## src/inc/jtr_regs.vh

```
// Constants for the four-wire test access port with reprogramming gate
`ifndef JTR_REGS_VH
`define JTR_REGS_VH
`define JTR_IR_W        4
`define JTR_IR_BYPASS   4'hf
`define JTR_IR_IDCODE   4'h1
`define JTR_IR_ENABLE   4'h9
`define JTR_IR_ERASE    4'ha
`define JTR_IR_PROGRAM  4'hb
`define JTR_IR_VERIFY   4'hc
`define JTR_IR_CAPTURE  4'h1
`define JTR_ST_RESET    16'h0001
`define JTR_ST_IDLE     16'h0002
`define JTR_ST_SEL_DR   16'h0004
`define JTR_ST_CAP_DR   16'h0008
`define JTR_ST_SH_DR    16'h0010
`define JTR_ST_EX1_DR   16'h0020
`define JTR_ST_PA_DR    16'h0040
`define JTR_ST_EX2_DR   16'h0080
`define JTR_ST_UP_DR    16'h0100
`define JTR_ST_SEL_IR   16'h0200
`define JTR_ST_CAP_IR   16'h0400
`define JTR_ST_SH_IR    16'h0800
`define JTR_ST_EX1_IR   16'h1000
`define JTR_ST_PA_IR    16'h2000
`define JTR_ST_EX2_IR   16'h4000
`define JTR_ST_UP_IR    16'h8000
`endif

```

## src/rtl/jtr_sync.v

```verilog
// Three-stage pin synchroniser with agreement filter
`timescale 1ns/1ps
module jtr_sync (
  input  wire sys_clk,
  input  wire rst,
  input  wire pin_in,
  output reg  level_q
);
  reg s1_q;
  reg s2_q;
  reg s3_q;
  // Change counts once stages two and three agree
  always @(posedge sys_clk or posedge rst) begin
    if (rst) begin
      s1_q    <= 1'b1;
      s2_q    <= 1'b1;
      s3_q    <= 1'b1;
      level_q <= 1'b1;
    end else begin
      s1_q <= pin_in;
      s2_q <= s1_q;
      s3_q <= s2_q;
      if (s2_q == s3_q) begin
        level_q <= s3_q;
      end
    end
  end
endmodule

```

## src/rtl/jtr_tap.v

```verilog
// Test access port controller with gated reprogramming instructions
`timescale 1ns/1ps
`include "jtr_regs.vh"
module jtr_tap #(
  parameter ROW_W   = 16,
  parameter ADDR_W  = 8,
  parameter ID_CODE = 32'h00000001   // Arbitrary neutral value
) (
  input  wire              sys_clk,
  input  wire              rst,          // Power-up reset
  input  wire              tck,          // Four wires, no test reset pin
  input  wire              tms,
  input  wire              tdi,
  output reg               tdo_o,
  output reg               tdo_oe_n,
  input  wire              port_disable,  // From downloaded configuration
  input  wire [ROW_W-1:0]  row_rd_data,
  output reg  [ROW_W-1:0]  row_wr_data,
  output reg  [ADDR_W-1:0] row_addr,
  output reg               erase_req,
  output reg               program_req,
  output reg               verify_req,
  output reg               gpio_mode
);
  // ----------------------------------------------------------------
  // Pin sampling
  // ----------------------------------------------------------------
  // Pins are only observed, so their macrocells stay free for buried logic
  wire tck_s;
  wire tms_s;
  wire tdi_s;
  jtr_sync u_tck (.sys_clk(sys_clk), .rst(rst), .pin_in(tck), .level_q(tck_s));
  jtr_sync u_tms (.sys_clk(sys_clk), .rst(rst), .pin_in(tms), .level_q(tms_s));
  jtr_sync u_tdi (.sys_clk(sys_clk), .rst(rst), .pin_in(tdi), .level_q(tdi_s));

  reg  tck_d_q;
  wire tck_rise = tck_s & ~tck_d_q;
  wire tck_fall = ~tck_s & tck_d_q;

  // ----------------------------------------------------------------
  // Controller state
  // ----------------------------------------------------------------
  reg [15:0]           st_q;
  reg [15:0]           st_d;
  reg [`JTR_IR_W-1:0]  ir_sh_q;
  reg [`JTR_IR_W-1:0]  ir_q;
  reg                  byp_q;
  reg [31:0]           id_sh_q;
  reg [ROW_W-1:0]      rp_sh_q;
  reg                  unlock_q;
  reg                  active_q;   // Port still owned by

  always @* begin
    st_d = `JTR_ST_RESET;
    case (st_q)
      `JTR_ST_RESET:  st_d = tms_s ? `JTR_ST_RESET  : `JTR_ST_IDLE;
      `JTR_ST_IDLE:   st_d = tms_s ? `JTR_ST_SEL_DR : `JTR_ST_IDLE;
      `JTR_ST_SEL_DR: st_d = tms_s ? `JTR_ST_SEL_IR : `JTR_ST_CAP_DR;
      `JTR_ST_CAP_DR: st_d = tms_s ? `JTR_ST_EX1_DR : `JTR_ST_SH_DR;
      `JTR_ST_SH_DR:  st_d = tms_s ? `JTR_ST_EX1_DR : `JTR_ST_SH_DR;
      `JTR_ST_EX1_DR: st_d = tms_s ? `JTR_ST_UP_DR  : `JTR_ST_PA_DR;
      `JTR_ST_PA_DR:  st_d = tms_s ? `JTR_ST_EX2_DR : `JTR_ST_PA_DR;
      `JTR_ST_EX2_DR: st_d = tms_s ? `JTR_ST_UP_DR  : `JTR_ST_SH_DR;
      `JTR_ST_UP_DR:  st_d = tms_s ? `JTR_ST_SEL_DR : `JTR_ST_IDLE;
      `JTR_ST_SEL_IR: st_d = tms_s ? `JTR_ST_RESET  : `JTR_ST_CAP_IR;
      `JTR_ST_CAP_IR: st_d = tms_s ? `JTR_ST_EX1_IR : `JTR_ST_SH_IR;
      `JTR_ST_SH_IR:  st_d = tms_s ? `JTR_ST_EX1_IR : `JTR_ST_SH_IR;
      `JTR_ST_EX1_IR: st_d = tms_s ? `JTR_ST_UP_IR  : `JTR_ST_PA_IR;
      `JTR_ST_PA_IR:  st_d = tms_s ? `JTR_ST_EX2_IR : `JTR_ST_PA_IR;
      `JTR_ST_EX2_IR: st_d = tms_s ? `JTR_ST_UP_IR  : `JTR_ST_SH_IR;
      `JTR_ST_UP_IR:  st_d = tms_s ? `JTR_ST_SEL_DR : `JTR_ST_IDLE;
      default:        st_d = `JTR_ST_RESET;
    endcase
  end

  // Decode; unknown codes fall to bypass, reprogramming needs unlock
  wire sel_id  = (ir_q == `JTR_IR_IDCODE);
  wire sel_rp  = unlock_q & ((ir_q == `JTR_IR_ENABLE) | (ir_q == `JTR_IR_ERASE) |
                 (ir_q == `JTR_IR_PROGRAM) | (ir_q == `JTR_IR_VERIFY));
  wire [ROW_W-1:0] rp_next = {tdi_s, rp_sh_q[ROW_W-1:1]};

  // ----------------------------------------------------------------
  // Rising edge work: state, capture and shift
  // ----------------------------------------------------------------
  always @(posedge sys_clk or posedge rst) begin
    if (rst) begin
      tck_d_q     <= 1'b1;  // Matches parked-high clock, no false edge after reset
      st_q        <= `JTR_ST_RESET;
      ir_sh_q     <= `JTR_IR_BYPASS;
      ir_q        <= `JTR_IR_BYPASS;
      byp_q       <= 1'b0;
      id_sh_q     <= 32'h00000000;
      rp_sh_q     <= {ROW_W{1'b0}};
      unlock_q    <= 1'b0;
      active_q    <= 1'b1;
      gpio_mode   <= 1'b0;
      row_wr_data <= {ROW_W{1'b0}};
      row_addr    <= {ADDR_W{1'b0}};
      erase_req   <= 1'b0;
      program_req <= 1'b0;
      verify_req  <= 1'b0;
    end else begin
      tck_d_q     <= tck_s;
      erase_req   <= 1'b0;
      program_req <= 1'b0;
      verify_req  <= 1'b0;
      // Once disabled the pins stay general I/O until power-up
      if (port_disable) begin
        active_q  <= 1'b0;
        gpio_mode <= 1'b1;
      end
      if (tck_rise && active_q && !port_disable) begin
        st_q <= st_d;
        case (st_q)
          `JTR_ST_RESET: begin
            ir_q     <= `JTR_IR_BYPASS;
            unlock_q <= 1'b0;
          end
          `JTR_ST_CAP_IR: ir_sh_q <= `JTR_IR_CAPTURE;
          `JTR_ST_SH_IR:  ir_sh_q <= {tdi_s, ir_sh_q[`JTR_IR_W-1:1]};
          `JTR_ST_UP_IR: begin
            ir_q <= ir_sh_q;
            if (ir_sh_q == `JTR_IR_ENABLE) begin
              unlock_q <= 1'b1;  // Stays unlocked across later codes
            end
          end
          `JTR_ST_CAP_DR: begin
            byp_q   <= 1'b0;
            id_sh_q <= ID_CODE;
            if (sel_rp && (ir_q == `JTR_IR_VERIFY)) begin
              rp_sh_q <= row_rd_data;
            end
          end
          `JTR_ST_SH_DR: begin
            byp_q   <= tdi_s;
            id_sh_q <= {tdi_s, id_sh_q[31:1]};
            if (sel_rp) begin
              rp_sh_q <= rp_next;
            end
          end
          `JTR_ST_UP_DR: begin
            if (sel_rp) begin
              case (ir_q)
                `JTR_IR_ERASE: erase_req <= 1'b1;
                `JTR_IR_PROGRAM: begin
                  program_req <= 1'b1;
                  row_wr_data <= rp_sh_q;
                end
                `JTR_IR_VERIFY: verify_req <= 1'b1;
                default: row_addr <= rp_sh_q[ADDR_W-1:0];
              endcase
            end
          end
          default: ;
        endcase
      end
    end
  end

  // ----------------------------------------------------------------
  // Falling edge work: data out
  // ----------------------------------------------------------------
  // Mux picks the IR chain in Shift-IR, else by instruction; single bypass stage keeps chains aligned
  wire sh_ir = (st_q == `JTR_ST_SH_IR);
  wire sh_dr = (st_q == `JTR_ST_SH_DR);
  reg  out_bit;
  always @* begin
    out_bit = byp_q;
    if (sh_ir) begin
      out_bit = ir_sh_q[0];
    end else if (sel_id) begin
      out_bit = id_sh_q[0];
    end else if (sel_rp) begin
      out_bit = rp_sh_q[0];
    end
  end

  always @(posedge sys_clk or posedge rst) begin
    if (rst) begin
      tdo_o    <= 1'b0;
      tdo_oe_n <= 1'b1;
    end else if (!active_q || port_disable) begin
      tdo_oe_n <= 1'b1;  // Release in the same cycle the mode flag rises
    end else if (tck_fall) begin
      tdo_o    <= out_bit;
      tdo_oe_n <= ~(sh_ir | sh_dr);
    end
  end
endmodule

```

## config.mk

```make
export PLATFORM = sky130hd
export DESIGN_NAME = jtr_tap
export DESIGN_NICKNAME = d
export VERILOG_FILES = /design/src/rtl/jtr_sync.v /design/src/rtl/jtr_tap.v
export VERILOG_INCLUDE_DIRS = /design/src /design/src/inc
export SDC_FILE = /design/constraint.sdc
export NUM_CORES = 1
export LEC_CHECK = 0
export BUFFER_PORTS_ARGS = -buffer_cell sky130_fd_sc_hd__buf_2
export CAP_MARGIN = 30
export CORE_ASPECT_RATIO = 0.7
export CORE_MARGIN = 8
export CORE_UTILIZATION = 40
export DETAILED_ROUTE_END_ITERATION = 6
export PLACE_DENSITY = 0.61
export SLEW_MARGIN = 20
export SYNTH_ARGS = -nofsm -noshare
export SYNTH_HDL_FRONTEND = slang
export SYNTH_SLANG_ARGS = --single-unit
```

## constraint.sdc

```tcl
create_clock -name sys_clk -period 5.5 [get_ports sys_clk]
set_input_delay 1.1 -clock sys_clk [delete_from_list [all_inputs] [get_ports sys_clk]]
set_output_delay 1.1 -clock sys_clk [all_outputs]
set_load 0.05 [all_outputs]
```

==> run metrics <==
CTS tree=done; diodes inserted=0; vias in the first global route=3,685; remaining antenna violation count=0; FF+latch count, synth=117; final setup skew=0.00787 ns; number of flops mapped to enable cells by yosys=0; clk root buf=clkbuf_16; worst path bufs/invs=1; r2r startpoint=st_q[12]; worst hold path depth=0; Worst Hold Launch=u_tdi.s1_q; initial antenna violation count=0; sw frac=21.1%; period utilization=55.0%; RSZ-0062 raised after global routing=false; final setup vio count=0; Chip Height=112 µm; IO Port Bufs=51; # DRC=0; register area=0.00296 mm²; Synth-to-Final Area Change=19.8%; wire length per cell=15.6 µm; Crit path required time=5.84 ns; hold slack=0.354 ns; Cell Area, Synth=0.00528 mm²; R2R Setup Slk=2.48 ns; post-synthesis sequential area ratio=56.1%; crit start category=register; Max Freq=0.331 GHz; Cells after Synth=492; Post-CTS Setup Bufs=0; clock tree buffer depth=2; Initial Util=40.6%; Hold WC Path Type=reg -> reg; Critical Path Fanout Max=31; Seq pwr share=42.0%; most used cell along the critical path=nand2_1; Arr. time, crit path=3.37 ns; Boundary Pins=52; CTS Hold Bufs=0; Crit. End Element=register; status=completed; switching power=0.000442 W; total number of vias=3,652; First-pass DRT Iterations=4; H-tree levels=4; Endpoint, Worst Hold=u_tdi.s2_q; fin nets=563; dpl hpwl=7.59 mm; die area=0.0172 mm²; Clock transition at path regs=0.05 ns; clock period minus worst slack=3.02 ns; gr usage total=13.8%; R2R cell count=6; routed vias/inst=5.07; Post-synth top cells=nand2_1 (164), dfrtp_1 (93), dfstp_2 (24); clk_lat worst skew=0.41 ns; max-cap viol count=0; Cell Chain, Critical Path=nor4_4, nand4_1, nor2_1, buf_4, nand2_1, nand2_1; syn_nets=514; Die W=153 µm; RePlAce Congestion=0.814; Slew headroom=38.9%; critical path class=reg -> reg; CP peak stage delay=0.83 ns; Yosys top cell by area=dfrtp_1; fill count=1,181; Comb pwr share=1.8%; top-count cell post-synth=nand2_1; worst-margin pin slew=0.914 ns; Power Density=331 mW/mm²; worst vdd ir=221 µV; CTS Buf Count=17; Final Slew Violations=0; Hold Fails Final Rpt=0; post-synth top area share=44.1%; gr ovfl total=0; first-pass GRT wire length=19.0 mm; critical path's top delay family=simple AND/OR/NAND/NOR gates; fraction of layout cells with a size suffix above 1=31.0%; Worst path slowest cell=nand4_1; Synth area leaders=dfrtp_1 (44%), dfstp_2 (12%), nand2_1 (12%); r2r endpoint=id_sh_q[24]; Leakage Power=3.18 nW; Syn Area/Cell=10.7 µm²; sum of negative setup slack=0 ns; Clk pwr share=56.2%; Top FF cell, synth=dfrtp_1; Synthesis Warnings=0; largest net degree at the start of global routing=75; post_cts resized=0; Sink Count=117; synth unique cells=57; core area=0.0130 mm²; # rows=35; area of the multi-input gates=0.00214 mm²; wirelength, routed=11.2 mm; Starting DRT DRC Count=264; Cell Int Power=0.00165 W; ys async rst share=100%
## placed cells by master, fill, tap and decap left out, drive strengths merged, types with 4 or more instances in the layout
cell type,count
buf,57
o22a,4
dfstp,24
nor4b,5
a21oi,4
nand3,11
o21ai,15
nor3,7
inv,11
dfrtp,93
mux2,41
nor4,7
o31ai,6
nand4,11
xnor2,6
nand2,165
nor2,15
clkbuf,21
clkinv,6
## worst max-delay path by stage
stage,startpoint,end,slack (ns),depth (start not counted)
after floorplan,rst,byp_q,1.34,1
final,st_q[12],id_sh_q[24],2.48,6
after global placement,port_disable,ir_sh_q[1],2.25,6
after detailed placement,port_disable,ir_sh_q[3],2.13,6
after global routing,st_q[12],id_sh_q[16],2.21,6
after CTS,st_q[12],id_sh_q[24],2.46,6
## power by group through the flow
| stage | registers (W) | clock network (W) | logic (W) |
|---|---|---|---|
| floorplan | 0.000891 | 0 | 0.0000213 |
| global placement | 0.000893 | 0 | 0.0000360 |
| detailed placement | 0.000893 | 0 | 0.0000369 |
| CTS | 0.000879 | 0.00120 | 0.0000370 |
| global route | 0.000880 | 0.00124 | 0.0000439 |
| finish | 0.000879 | 0.00118 | 0.0000378 |
## state kept, by name (all words and copies together), names as in the netlist, 4 cells and up
name	count
id_sh_q	31
ir_q	4
ir_sh_q	4
row_addr	8
row_wr_data	16
rp_sh_q	16
st_q	16
## kinds of logic after synthesis
logic type | Yosys count | synth area share, %
XOR/XNOR | 8 | 1.33
AO/OA/AOI/OAI | 44 | 5.84
multiplexers | 42 | 10.4
adder cells (fa/ha/maj) | 3 | 0.569
AND/OR/NAND/NOR | 242 | 22.5
flip-flops | 117 | 56.1
buffers and inverters | 36 | 3.32
## metrics by stage
step                util (%)  instance area, µm²  worst slack (ns)  std cells  power, W
global route            48.6                6320              2.21        720   0.00216
finish                  48.6                6320              2.48        720   0.00209
detailed placement      43.3                5630              2.13        686  0.000930
global placement        43.3                5630              2.25        686  0.000929
CTS                     48.3                6280              2.46        718   0.00212
floorplan                  -                5280              1.34        492  0.000913
## area by class of cell
| class | count | share of cell area, % |
|---|---|---|
| well taps | 166 | 3.29 |
| repair buffers | 57 | 5.19 |
| clock inverters | 11 | 2.12 |
| clock buffers | 21 | 8.14 |
| multi-input cells | 339 | 33.9 |
| flip-flops and latches | 117 | 46.8 |
| inverters | 9 | 0.574 |
## per-layer routing
metal | share of wire (%) | vias to the layer above | wire, µm | GRT usage [%]
li1 | - | 1772 | - | -
met1 | 49 | 1787 | 5550 | 18.6
met2 | 44 | 80 | 4970 | 20.4
met3 | 5.1 | 13 | 573 | 4.26
met4 | 1.2 | 0 | 132 | 5.32
met5 | 0 | - | 0 | 0
Power figures use the tool's default switching activity.
